$ cat config.mk
export PLATFORM = sky130hd
export DESIGN_NAME = rlc_config
export DESIGN_NICKNAME = d
export VERILOG_FILES = /design/src/rtl/rlc_pkg.sv /design/src/rtl/rlc_config.sv
export SDC_FILE = /design/constraint.sdc
export NUM_CORES = 1
export LEC_CHECK = 0
export ABC_AREA = 1
export ABC_CLOCK_PERIOD_IN_PS = 4050
export BUFFER_PORTS_ARGS = -buffer_cell sky130_fd_sc_hd__buf_2
export CORE_UTILIZATION = 23
export CTS_CLUSTER_SIZE = 25
export DETAILED_ROUTE_END_ITERATION = 12
export GPL_TIMING_DRIVEN = 0
export SLEW_MARGIN = 40
export SYNTH_ARGS = -nofsm -noshare
export SYNTH_HDL_FRONTEND = slang
export SYNTH_SLANG_ARGS = --single-unit
export TNS_END_PERCENT = 10
$ cat constraint.sdc
create_clock -name clk_sys -period 4.05 [get_ports clk_sys]
set_clock_uncertainty 0.1 [all_clocks]
set_input_delay 0.2025 -clock clk_sys [delete_from_list [all_inputs] [get_ports clk_sys]]
set_output_delay 0.2025 -clock clk_sys [all_outputs]
set_load 0.03 [all_outputs]
$ cat src/rtl/rlc_pkg.sv
/*
 * Constants for the read latency and drive strength configuration block:
 * command opcodes, register field positions, reset values, default dummy
 * counts and the command-decoder state type.
 * Assumes a single system clock domain in the block that imports nothing
 * and names everything as rlc_pkg::name.
 */
package rlc_pkg;

  // opcodes of the read commands whose dummy count this block sets
  localparam logic [7:0] OP_FAST_READ = 8'h0B;
  localparam logic [7:0] OP_FAST_READ_DTR = 8'h0D;
  localparam logic [7:0] OP_DUAL_OUT = 8'h3B;
  localparam logic [7:0] OP_DUAL_IO = 8'hBB;
  localparam logic [7:0] OP_DUAL_IO_DTR = 8'hBD;
  localparam logic [7:0] OP_QUAD_OUT = 8'h6B;
  localparam logic [7:0] OP_QUAD_IO = 8'hEB;
  localparam logic [7:0] OP_QUAD_IO_DTR = 8'hED;

  // opcodes of the configuration writes
  localparam logic [7:0] OP_SET_EXT_NV = 8'h85;
  localparam logic [7:0] OP_SET_EXT_V = 8'h83;
  localparam logic [7:0] OP_SET_READ_NV = 8'h65;
  localparam logic [7:0] OP_SET_READ_V = 8'hC0;
  localparam logic [7:0] OP_SET_READ_V_ALT = 8'h63;

  // default dummy counts when the dummy field is zero
  localparam logic [3:0] DUMMY_SPI_FAST = 4'h8;
  localparam logic [3:0] DUMMY_QPI_FAST = 4'h6;
  localparam logic [3:0] DUMMY_OUTPUT = 4'h8;
  localparam logic [3:0] DUMMY_DUAL_IO = 4'h4;
  localparam logic [3:0] DUMMY_QUAD_IO = 4'h6;
  localparam logic [3:0] DUMMY_FIELD_OFF = 4'h0;

  // read configuration register fields
  localparam int DUMMY_LSB = 3;
  localparam int DUMMY_MSB = 6;
  localparam logic [7:0] READ_REG_RESET = 8'h00;

  // extended read configuration register fields
  localparam int DRIVE_LSB = 5;
  localparam int DRIVE_MSB = 7;
  localparam logic [7:0] EXT_RSVD_MASK = 8'h1F;
  localparam logic [7:0] EXT_REG_RESET = 8'hFF;
  localparam logic [2:0] DRIVE_DEFAULT = 3'h7;
  localparam logic [2:0] DRIVE_RSVD_LO = 3'h0;
  localparam logic [2:0] DRIVE_RSVD_HI = 3'h4;

  // serial shift: bits per link clock and bits per byte
  localparam logic [3:0] STEP_SINGLE = 4'h1;
  localparam logic [3:0] STEP_QUAD = 4'h4;
  localparam logic [3:0] BYTE_BITS = 4'h8;

  typedef enum logic [1:0] {
    ST_LOAD,
    ST_OPCODE,
    ST_DATA,
    ST_SKIP
  } rlc_state_t;

endpackage

$ cat src/rtl/rlc_config.sv
/*
 * Read latency and output drive configuration inside a serial flash.
 * Decodes the opcode of each frame on the serial link, answers read
 * commands with their dummy count, counts out the dummy clocks, and takes
 * the configuration writes into volatile and non-volatile copies.
 * Assumes sck, cs_n and io_in come straight from pins (asynchronous to
 * clk_sys, sck well below a quarter of clk_sys); qpi_mode and dummy_start
 * come from logic on clk_sys. The address and data datapath lies outside.
 */
`timescale 1ns/1ps

// Notes on behaviour
// - zero field picks per-command default dummy counts
// - id, discovery, info-row reads follow fast read
// - dual io double-rate read refused in QPI
// - drive bits 7..5, bits 4..0 read one
// - drive code 111 default, 000/100 reserved
// - 85h writes persistent copy, 83h volatile
// - power-up copies persistent into volatile copies
// - read config bits 6..3 hold dummy count
module rlc_config #(
  parameter logic [7:0] OP_READ_UNIQUE_ID = 8'h4B,
  parameter logic [7:0] OP_READ_DISCOVERY = 8'h5A,
  parameter logic [7:0] OP_READ_INFO_ROW = 8'h68
) (
  // clock and reset
  input wire logic clk_sys,
  input wire logic rstn,
  // serial link pins
  input wire logic sck,
  input wire logic cs_n,
  input wire logic [3:0] io_in,
  // interface mode from the command logic
  input wire logic qpi_mode,
  // read datapath handshake
  input wire logic dummy_start,
  output logic read_start,
  output logic [7:0] read_opcode,
  output logic [3:0] read_dummy,
  output logic dummy_busy,
  output logic data_phase,
  output logic cmd_refused,
  // configuration state
  output logic config_ready,
  output logic [7:0] read_reg,
  output logic [7:0] ext_reg,
  output logic [2:0] drive_select,
  output logic drive_reserved
);

  typedef struct packed {
    logic sck_s1;
    logic sck_s2;
    logic sck_d;
    logic cs_s1;
    logic cs_s2;
    logic [3:0] io_s1;
    logic [3:0] io_s2;
    rlc_pkg::rlc_state_t state;
    logic [7:0] shift;
    logic [3:0] bits;
    logic [7:0] op;
    logic [7:0] nv_read;
    logic [7:0] nv_ext;
    logic [7:0] vol_read;
    logic [7:0] vol_ext;
    logic read_start;
    logic [7:0] read_opcode;
    logic [3:0] read_dummy;
    logic read_qpi;
    logic refused;
    logic busy;
    logic [3:0] cnt;
    logic data_phase;
  } rlc_regs_t;

  localparam rlc_regs_t RESET_STATE = '{
    sck_s1: 1'b0, sck_s2: 1'b0, sck_d: 1'b0,
    cs_s1: 1'b1, cs_s2: 1'b1, io_s1: 4'h0, io_s2: 4'h0,
    state: rlc_pkg::ST_LOAD, shift: 8'h00, bits: 4'h0, op: 8'h00,
    nv_read: rlc_pkg::READ_REG_RESET, nv_ext: rlc_pkg::EXT_REG_RESET,
    vol_read: rlc_pkg::READ_REG_RESET, vol_ext: rlc_pkg::EXT_REG_RESET,
    read_start: 1'b0, read_opcode: 8'h00, read_dummy: 4'h0,
    read_qpi: 1'b0, refused: 1'b0, busy: 1'b0, cnt: 4'h0,
    data_phase: 1'b0
  };

  rlc_regs_t q;
  rlc_regs_t next_q;

  // dummy count for a read opcode; zero when the opcode is not a read
  function automatic logic [3:0] dummy_for(input logic [7:0] op,
                                           input logic qpi,
                                           input logic [3:0] field);
    logic [3:0] dflt;
    dflt = 4'h0;
    if (op == rlc_pkg::OP_FAST_READ || op == rlc_pkg::OP_FAST_READ_DTR ||
        op == OP_READ_UNIQUE_ID || op == OP_READ_DISCOVERY ||
        op == OP_READ_INFO_ROW) begin
      dflt = qpi ? rlc_pkg::DUMMY_QPI_FAST : rlc_pkg::DUMMY_SPI_FAST;
    end else if (op == rlc_pkg::OP_DUAL_OUT ||
                 op == rlc_pkg::OP_QUAD_OUT) begin
      dflt = rlc_pkg::DUMMY_OUTPUT;
    end else if (op == rlc_pkg::OP_DUAL_IO ||
                 op == rlc_pkg::OP_DUAL_IO_DTR) begin
      dflt = rlc_pkg::DUMMY_DUAL_IO;
    end else if (op == rlc_pkg::OP_QUAD_IO ||
                 op == rlc_pkg::OP_QUAD_IO_DTR) begin
      dflt = rlc_pkg::DUMMY_QUAD_IO;
    end
    // a programmed field overrides every default
    if (dflt != 4'h0 && field != rlc_pkg::DUMMY_FIELD_OFF) begin
      dflt = field;
    end
    return dflt;
  endfunction
  logic rise;
  logic [7:0] shifted;
  logic [3:0] bits_inc;
  logic [3:0] field;
  logic [3:0] op_dummy;

  // link sampling helpers; only the second sync stage is looked at
  assign rise = q.sck_s2 & ~q.sck_d;
  assign shifted = qpi_mode ? {q.shift[3:0], q.io_s2}
                            : {q.shift[6:0], q.io_s2[0]};
  assign bits_inc = q.bits +
    (qpi_mode ? rlc_pkg::STEP_QUAD : rlc_pkg::STEP_SINGLE);
  assign field = q.vol_read[rlc_pkg::DUMMY_MSB:rlc_pkg::DUMMY_LSB];
  assign op_dummy = dummy_for(shifted, qpi_mode, field);
  // next-state logic for synchronisers, decoder, registers and counter
  always_comb begin
    next_q = q;
    next_q.sck_s1 = sck;
    next_q.sck_s2 = q.sck_s1;
    next_q.sck_d = q.sck_s2;
    next_q.cs_s1 = cs_n;
    next_q.cs_s2 = q.cs_s1;
    next_q.io_s1 = io_in;
    next_q.io_s2 = q.io_s1;
    next_q.read_start = 1'b0;
    next_q.refused = 1'b0;
    next_q.data_phase = 1'b0;
    case (q.state)
      rlc_pkg::ST_LOAD: begin
        // persistent copies seed the working copies before any command
        next_q.vol_read = q.nv_read;
        next_q.vol_ext = q.nv_ext | rlc_pkg::EXT_RSVD_MASK;
        next_q.state = rlc_pkg::ST_SKIP;
      end
      rlc_pkg::ST_OPCODE: begin
        if (q.cs_s2) begin
          next_q.bits = 4'h0;
        end else if (rise) begin
          next_q.shift = shifted;
          next_q.bits = bits_inc;
          if (bits_inc == rlc_pkg::BYTE_BITS) begin
            next_q.bits = 4'h0;
            next_q.op = shifted;
            next_q.state = rlc_pkg::ST_SKIP;
            if (shifted == rlc_pkg::OP_SET_EXT_NV ||
                shifted == rlc_pkg::OP_SET_EXT_V ||
                shifted == rlc_pkg::OP_SET_READ_NV ||
                shifted == rlc_pkg::OP_SET_READ_V ||
                shifted == rlc_pkg::OP_SET_READ_V_ALT) begin
              next_q.state = rlc_pkg::ST_DATA;
            end else if (shifted == rlc_pkg::OP_DUAL_IO_DTR && qpi_mode) begin
              next_q.refused = 1'b1;
            end else if (op_dummy != 4'h0) begin
              next_q.read_start = 1'b1;
              next_q.read_opcode = shifted;
              next_q.read_dummy = op_dummy;
              next_q.read_qpi = qpi_mode;
            end
          end
        end
      end
      rlc_pkg::ST_DATA: begin
        // a byte cut short by deselect is dropped, nothing is written
        if (q.cs_s2) begin
          next_q.bits = 4'h0;
          next_q.state = rlc_pkg::ST_OPCODE;
        end else if (rise) begin
          next_q.shift = shifted;
          next_q.bits = bits_inc;
          if (bits_inc == rlc_pkg::BYTE_BITS) begin
            next_q.bits = 4'h0;
            next_q.state = rlc_pkg::ST_SKIP;
            case (q.op)
              rlc_pkg::OP_SET_EXT_NV:
                next_q.nv_ext = shifted | rlc_pkg::EXT_RSVD_MASK;
              rlc_pkg::OP_SET_EXT_V:
                next_q.vol_ext = shifted | rlc_pkg::EXT_RSVD_MASK;
              rlc_pkg::OP_SET_READ_NV:
                next_q.nv_read = shifted;
              default:
                next_q.vol_read = shifted;
            endcase
          end
        end
      end
      rlc_pkg::ST_SKIP: begin
        // rest of the frame belongs to the datapath; wait for deselect
        if (q.cs_s2) begin
          next_q.bits = 4'h0;
          next_q.state = rlc_pkg::ST_OPCODE;
        end
      end
      default: begin
        next_q.state = rlc_pkg::ST_LOAD;
      end
    endcase
    // dummy clock counter, one count per link clock rising edge
    if (q.cs_s2) begin
      next_q.busy = 1'b0;
    end else if (dummy_start && !q.busy) begin
      next_q.busy = 1'b1;
      next_q.cnt = q.read_dummy;
    end else if (q.busy && rise) begin
      if (q.cnt == 4'h1) begin
        next_q.busy = 1'b0;
        next_q.data_phase = 1'b1;
      end else begin
        next_q.cnt = q.cnt - 4'h1;
      end
    end
  end

  // the whole block state in one register
  always_ff @(posedge clk_sys) begin
    if (!rstn) begin
      q <= RESET_STATE;
    end else begin
      q <= next_q;
    end
  end

  // outputs straight from flops, except config_ready and drive_reserved, which are decoded from them
  assign read_start = q.read_start;
  assign read_opcode = q.read_opcode;
  assign read_dummy = q.read_dummy;
  assign dummy_busy = q.busy;
  assign data_phase = q.data_phase;
  assign cmd_refused = q.refused;
  assign config_ready = (q.state != rlc_pkg::ST_LOAD);
  assign read_reg = q.vol_read;
  assign ext_reg = q.vol_ext;
  assign drive_select = q.vol_ext[rlc_pkg::DRIVE_MSB:rlc_pkg::DRIVE_LSB];
  assign drive_reserved = (drive_select == rlc_pkg::DRIVE_RSVD_LO) ||
                          (drive_select == rlc_pkg::DRIVE_RSVD_HI);
endmodule

==> results of run 1 <==
path summary, 6_finish.rpt:
check	from	endpoint	slack, ns
worst max register to register	q[61]	read_opcode[2]	1.60
worst min-delay path	dummy_start	dummy_busy	0.08
worst min register to register	next_q[78]	q[78]	0.31
worst max-delay path	q[61]	read_opcode[2]	1.60
metrics by stage:
| step | cells | hold WS, ns |
|---|---|---|
| final | 802 | 0.0767 |
| after global routing | 802 | 0.110 |
| after CTS | 802 | 0.0737 |
| after detailed placement | 780 | 0.287 |
| after global placement | 780 | 0.291 |
| after floorplan | 523 | 0.200 |
logic make-up (layout without fill, tap and decap cells):
group / count (synthesis) / count (layout) / share of synthesized area, %
buf+inv: 107 / 170 / 14.7
simple gates: 227 / 227 / 27.0
xor+xnor: 2 / 2 / 0.471
compound gates: 101 / 101 / 15.2
flops: 76 / 76 / 40.9
fa+ha+maj: 5 / 5 / 1.68
other cells: 1 / 5 / 0.101
worst max-delay path, stage by stage (launching register included):
cell	delay, ns
dfxtp_1	0.31
ha_1	0.19
ha_1	0.29
or2_0	0.21
nor2_2	0.15
nand2_1	0.11
nor2_2	0.11
nand2_1	0.18
nor2_2	0.17
nand2_1	0.10
nor2_4	0.16
buf_6	0.16
nor2_1	0.04
nor2_1	0.10
cell type report:
cell class	instances	area, um^2
multi-input combinational	340	1670
timing repair buffer	47	265
fill	1738	11200
clock inverter	6	111
buffer	46	317
tap	216	270
inverter	61	229
clock buffer	10	229
sequential	76	1520
power by group:
part	internal [mW]	total [mW]	leakage, nW	switching [mW]
Sequential	0.766	0.780	0.618	0.0138
Combinational	0.0590	0.166	1.30	0.107
Clock	0.603	0.918	0.163	0.315
placed cells by master (no fill, tap or decap), types with 5 or more instances in the layout:
cell type      synthesis  final
o21ai_0               37     37
a21oi_1               42     42
nand2_2               13     13
buf_2                  1     42
buf_4                 32     32
dfxtp_1               76     76
inv_2                  5      5
inv_1                 56     56
clkbuf_16              0      9
clkbuf_1              10     11
a211oi_1              11     11
dlygate4sd3_1          0      6
nand3_1               20     20
conb_1                 1      5
nand2_1              104    104
ha_1                   5      5
nor2_1                63     63
nor2_2                 8      8
metal layers:
metal | GRT usage [%] | vias up | part of all wire [%]
met1 | 15.9 | 1476 | 50
li1 | - | 1752 | -
met3 | 3.01 | 7 | 5.2
met4 | 2.70 | 0 | 0.78
met5 | 0 | - | 0
met2 | 18.3 | 69 | 44
repair_timing:
item / 4_1_cts / 5_1_grt
endpoints found under the hold margin: 6 / 0
hold buffers: 6 / 0
endpoints found under the setup margin: 0 / 0
==> summary.txt, run 1 <==
Outcome
  – Status: completed

Min path
  – WHS Path Cells: 3
  – Hold crit path type: primary input to flip-flop

Logic synthesis
  – Seq cells post-synth: 76
  – Total number of yosys warnings: 0
  – Top area cells in the synthesized netlist: dfxtp_1, nand2_1, buf_4
  – Number of synthesized flops with an enable pin: 0
  – Commonest cells post-synth: nand2_1, dfxtp_1, nor2_1
  – Syn_area_per_cell: 7.17 um^2
  – Synthesized netlist cell count: 519
  – Yosys cell types: 36
  – Sequential area share after synthesis: 40.9%
  – Cell taking the most area after synthesis: dfxtp_1
  – Post-synth top area share: 40.9%
  – Synth Flop Type: dfxtp_1
  – Mapped Area: 0.00372 mm^2
  – Most frequent cell after synthesis: nand2_1
  – Async SR Flop Fraction: 0%

Routing
  – Remaining DRCs: 0
  – DRT Pass-1 Iters: 5
  – Detailed-route wire length per cell: 11.5 um
  – Vias per inst: 4.12
  – ANT nets after route: 0
  – Initial DRC count: 303
  – Drt total wl: 9190 um
  – DR vias: 3,304

Power
  – Final Total Pwr: 1.86 mW
  – Lkg Pwr: 2.08 nW
  – Worst VDD drop: 0.215 mV
  – Cell Pwr Density: 404 mW/mm^2

Floorplan
  – IO Pins: 47
  – Die area: 0.0167 mm^2
  – Rows: 46
  – Die height: 129 um
  – Starting Density: 23.5%
  – Die width: 129 um
  – Core Area: 0.0158 mm^2

STA
  – RSZ-0062 raised after global routing: no
  – Period minus WS final: 2.45 ns
  – Rel. slew slack: 56.7%
  – Final Worst Setup Slack: 1.60 ns
  – Final hold violation count: 0
  – Fin crit share: 60.6%
  – F_max: 0.408 GHz
  – Worst-Margin Slew: 0.649 ns
  – Setup-failing EPs final: 0
  – Setup TNS: 0 ns
  – Max Slew Vio Count: 0

Placed design
  – GP Congestion: 0.916
  – # port buffers: 41
  – Post-DP Area: 0.00421 mm^2
  – Post-place setup slack: 1.29 ns
  – Detailed Place HPWL: 6990 um

Setup path
  – Worst Setup Path Type: flip-flop to flip-flop
  – Worst setup EP type: flip-flop
  – Worst path arrival time: 2.62 ns
  – Worst endpoint required time: 4.22 ns
  – Type of origin of the critical path: flip-flop
  – Worst-case reg-to-reg path depth: 13
  – CP max FO: 10

GRT
  – Largest net degree at the start of global routing: 14
  – Initial antenna violation count: 0
  – Total grt overflow: 0
  – Gr usage total: 11.6%
  – Vias in the first global route: 3,050
  – First-pass GRT wire length: 15,100 um

Final layout
  – Ant. Diodes: 0
  – Area Overhead vs Synth: 23.9%
  – Final net count: 596
  – Finished layout cell area: 0.00461 mm^2
  – Layout cells sized above 1: 21.7%
  – Max reg flops: 42
  – Final Util: 29.1%

Clocking
  – Post-CTS Setup Inserts: 0
  – Total CTS buffers: 9
  – Clock transition at path regs: 0.06 ns
  – CTS tree: done
  – Post-CTS sizing: 0
  – Htree depth: 3
  – CTS sink cnt: 76
  – Clock root cell: clkbuf_16
  – Clock buffer depth: 2
  – Clock Latency Late Sink: 0.34 ns

Flow run
  – Maximum Capacitance Violations: 0
No activity file was read; power rests on OpenSTA's default activity.
==> run 2, diff against run 1 <==
--- a/config.mk
+++ b/config.mk
@@ -5,8 +5,8 @@
 export SDC_FILE = /design/constraint.sdc
 export NUM_CORES = 1
 export LEC_CHECK = 0
-export ABC_AREA = 1
-export ABC_CLOCK_PERIOD_IN_PS = 4050
+export ABC_AREA = 0
+export ABC_CLOCK_PERIOD_IN_PS = 2200
 export BUFFER_PORTS_ARGS = -buffer_cell sky130_fd_sc_hd__buf_2
 export CORE_UTILIZATION = 23
 export CTS_CLUSTER_SIZE = 25
==> constraint.sdc (replaced) <==
create_clock -name clk_sys -period 2.2 [get_ports clk_sys]
set_clock_uncertainty 0.1 [all_clocks]
set_input_delay 0.11 -clock clk_sys [delete_from_list [all_inputs] [get_ports clk_sys]]
set_output_delay 0.11 -clock clk_sys [all_outputs]
set_load 0.03 [all_outputs]
==> summary.txt, run 2 <==
GRT
  – Vias in the first global route: 2,915 (was 3,050)
  – Largest net degree at the start of global routing: 15 (was 14)
  – Gr usage total: 12.3% (was 11.6%)
  – Total grt overflow: 0 (unchanged)
  – Initial antenna violation count: 0 (unchanged)
  – First-pass GRT wire length: 15,800 um (was 15,100 um)

Outcome
  – Failing checks: setup timing
  – Status: finished with violations (was completed)

Final layout
  – Most frequent cells in the layout: dfxtp_1, nor2_1, buf_4 (was nand2_1, dfxtp_1, nor2_1)
  – Layout cells sized above 1: 29.9% (was 21.7%)
  – Max reg flops: 42 (unchanged)
  – Area Overhead vs Synth: 35.3% (was 23.9%)
  – Final net count: 532 (was 596)
  – Commonest non-fill, non-tap cell in the layout: dfxtp_1 (was nand2_1)
  – Ant. Diodes: 0 (unchanged)

Logic synthesis
  – Sequential area share after synthesis: 40.6% (was 40.9%)
  – Cell taking the most area after synthesis: dfxtp_1 (unchanged)
  – Post-synth top area share: 40.6% (was 40.9%)
  – Most frequent cell after synthesis: dfxtp_1 (was nand2_1)
  – Yosys cell types: 58 (was 36)
  – Mapped Area: 0.00375 mm^2 (was 0.00372 mm^2)
  – Syn_area_per_cell: 8.70 um^2 (was 7.17 um^2)
  – Synthesized netlist cell count: 431 (was 519)
  – Synth Flop Type: dfxtp_1 (unchanged)
  – Async SR Flop Fraction: 0% (unchanged)
  – Total number of yosys warnings: 0 (unchanged)
  – Top area cells in the synthesized netlist: dfxtp_1, buf_4, nor2_1 (was dfxtp_1, nand2_1, buf_4)
  – Commonest cells post-synth: dfxtp_1, nor2_1, nand2_1 (was nand2_1, dfxtp_1, nor2_1)
  – Number of synthesized flops with an enable pin: 0 (unchanged)
  – Seq cells post-synth: 76 (unchanged)

Routing
  – Vias per inst: 4.52 (was 4.12)
  – DRT Pass-1 Iters: 4 (was 5)
  – DR vias: 3,339 (was 3,304)
  – Detailed-route wire length per cell: 13.7 um (was 11.5 um)
  – Drt total wl: 10,100 um (was 9190 um)
  – ANT nets after route: 0 (unchanged)
  – Initial DRC count: 195 (was 303)
  – Remaining DRCs: 0 (unchanged)

Setup path
  – Type of origin of the critical path: flip-flop (unchanged)
  – RR Endpoint: read_dummy[1] (was read_opcode[2])
  – Worst path arrival time: 2.39 ns (was 2.62 ns)
  – Worst-case reg-to-reg path depth: 7 (was 13)
  – WP buf/inv: 1 (unchanged)
  – Worst setup EP type: flip-flop (unchanged)
  – Worst r2r src: q[77] (was q[61])
  – CP max-delay cell: or4bb_1 (was dfxtp_1)
  – CP max FO: 6 (was 10)
  – Worst endpoint required time: 2.32 ns (was 4.22 ns)
  – Top Family by Delay on Critical Path: simple AND/OR/NAND/NOR gates (unchanged)
  – Slowest stage delay, CP: 0.49 ns (was 0.31 ns)
  – FF-to-FF setup slack: -0.07 ns (was 1.60 ns)
  – Worst Setup Path Type: flip-flop to flip-flop (unchanged)
  – CP cell instances: or4bb_1 -> o31ai_1 -> and4_1 -> a21o_1 -> o2111ai_4 -> buf_6 -> o311a_1 (was ha_1 -> ha_1 -> or2_0 -> nor2_2 -> nand2_1 -> nor2_2 -> nand2_1 -> nor2_2 -> nand2_1 -> nor2_4 -> buf_6 -> nor2_1 -> nor2_1)

STA
  – Period minus WS final: 2.27 ns (was 2.45 ns)
  – RSZ-0062 raised after global routing: yes (was no)
  – Rel. slew slack: 48.1% (was 56.7%)
  – Final Worst Setup Slack: -0.0725 ns (was 1.60 ns)
  – Final hold violation count: 0 (unchanged)
  – Setup-failing EPs final: 15 (was 0)
  – Max Slew Vio Count: 0 (unchanged)
  – Fin crit share: 103% (was 60.6%)
  – WHS: 0.182 ns (was 0.0767 ns)
  – F_max: 0.440 GHz (was 0.408 GHz)
  – Worst-Margin Slew: 0.756 ns (was 0.649 ns)

Clocking
  – Htree depth: 3 (unchanged)
  – Clock buffer depth: 2 (unchanged)
  – Total CTS buffers: 9 (unchanged)
  – Clock root cell: clkbuf_16 (unchanged)
  – CTS sink cnt: 76 (unchanged)
  – Clock transition at path regs: 0.06 ns (about the same)
  – Clock Latency Late Sink: 0.34 ns (about the same)
  – CTS tree: done (unchanged)

Power
  – Final Total Pwr: 3.20 mW (was 1.86 mW)
  – Cell Pwr Density: 630 mW/mm^2 (was 404 mW/mm^2)
  – Worst VDD drop: 0.348 mV (was 0.215 mV)
  – Lkg Pwr: 1.96 nW (was 2.08 nW)

Floorplan
  – Starting Density: 23.6% (was 23.5%)
  – Core Area: 0.0159 mm^2 (was 0.0158 mm^2)
  – Rows: 46 (unchanged)
  – Die height: 130 um (was 129 um)
  – Die area: 0.0168 mm^2 (was 0.0167 mm^2)
  – IO Pins: 47 (unchanged)
  – Die width: 130 um (was 129 um)

Flow run
  – Maximum Capacitance Violations: 0 (unchanged)

Placed design
  – Detailed Place HPWL: 6920 um (was 6990 um)
  – # port buffers: 41 (unchanged)
  – GP Congestion: 0.841 (was 0.916)

Min path
  – Hold crit path type: primary input to flip-flop (unchanged)
  – Worst Hold End: dummy_busy (unchanged)
  – WHS Path Cells: 4 (was 3)
  – Worst Min Path Start: dummy_start (unchanged)
==> run 2: cell count changes after synthesis, sizes merged, moves of 14 or more <==
cell | before | now
nand3 | 21 | 7
inv | 61 | 8
o21ai | 39 | 15
nand2 | 118 | 36
mux2i | 0 | 18
a21oi | 42 | 27
==> run 2: final cells by class <==
type | instances | area [um^2]
Fill cell | 1673 | 10800
Multi-Input combinational cell | 297 | 2060
Sequential cell | 76 | 1530
Timing Repair Buffer | 71 | 479
Buffer | 53 | 389
Tap cell | 216 | 270
Clock buffer | 11 | 243
Clock inverter | 5 | 67.6
Inverter | 9 | 36.3
==> run 2: what timing repair did <==
item | CTS | global route
pin swaps | 7 | 7
gates resized for setup | 28 | 7
gates cloned | 1 | 0
hold buffers | 8 | 0
buffers inserted | 16 | 5
endpoints found under the hold margin | 7 | 0
setup endpoints to repair | 37 | 38
==> run 2: cells by family after synthesis <==
kind of cell / count (synthesis) / share of synthesized area (%)
other: 1 / 0.100
DFF: 76 / 40.6
AOI/OAI and AO/OA: 91 / 16.8
xor gates and xnor gates: 7 / 1.63
buffers and inverters: 62 / 10.4
adders and majority gates: 5 / 1.67
and+or+nand+nor: 168 / 22.2
muxes: 21 / 6.57
==> run 2: report_power, final <==
part,internal [mW],total [mW],switching (mW),leakage [nW]
sequential,1.40,1.41,0.0188,0.618
clock,0.928,1.53,0.606,0.153
combinational,0.0974,0.249,0.151,1.19
total,2.42,3.20,0.776,1.96
==> run 2: layer usage <==
metal	share of wire, %	track usage [%]
met5	0	0
met4	2.4	4.45
met3	4.3	2.67
met2	47	19.2
met1	47	16.6
==> run 2: through the flow <==
| stage | setup WS, ns | TNS, ns | cell area (um^2) | cells | util, % |
|---|---|---|---|---|---|
| after floorplan | 0.0100 | 0 | 3850 | 435 | - |
| after global placement | -0.562 | -12.92 | 4330 | 692 | 27.2 |
| after detailed placement | -0.471 | -12.69 | 4330 | 692 | 27.3 |
| after CTS | -0.0758 | -0.506 | 5010 | 733 | 31.5 |
| after global routing | -0.134 | -2.46 | 5070 | 738 | 31.9 |
| final | -0.0725 | -0.410 | 5070 | 738 | 31.9 |
==> run 2: worst max path at each step <==
stage	from	slack, ns	cells past startpoint	endpoint
after floorplan	qpi_mode	0.01	13	read_dummy[0]
after global placement	q[66]	-0.56	9	read_opcode[5]
after detailed placement	qpi_mode	-0.47	14	read_opcode[0]
after CTS	q[61]	-0.08	9	read_dummy[1]
after global routing	q[61]	-0.13	10	read_opcode[4]
final	q[77]	-0.07	7	read_dummy[1]
==> run 2: worst reg2reg max path, cell delays in order (launching register included) <==
cell,delay [ns]
dfxtp_1,0.37
or4bb_1,0.49
o31ai_1,0.10
and4_1,0.29
a21o_1,0.14
o2111ai_4,0.18
buf_6,0.19
o311a_1,0.29
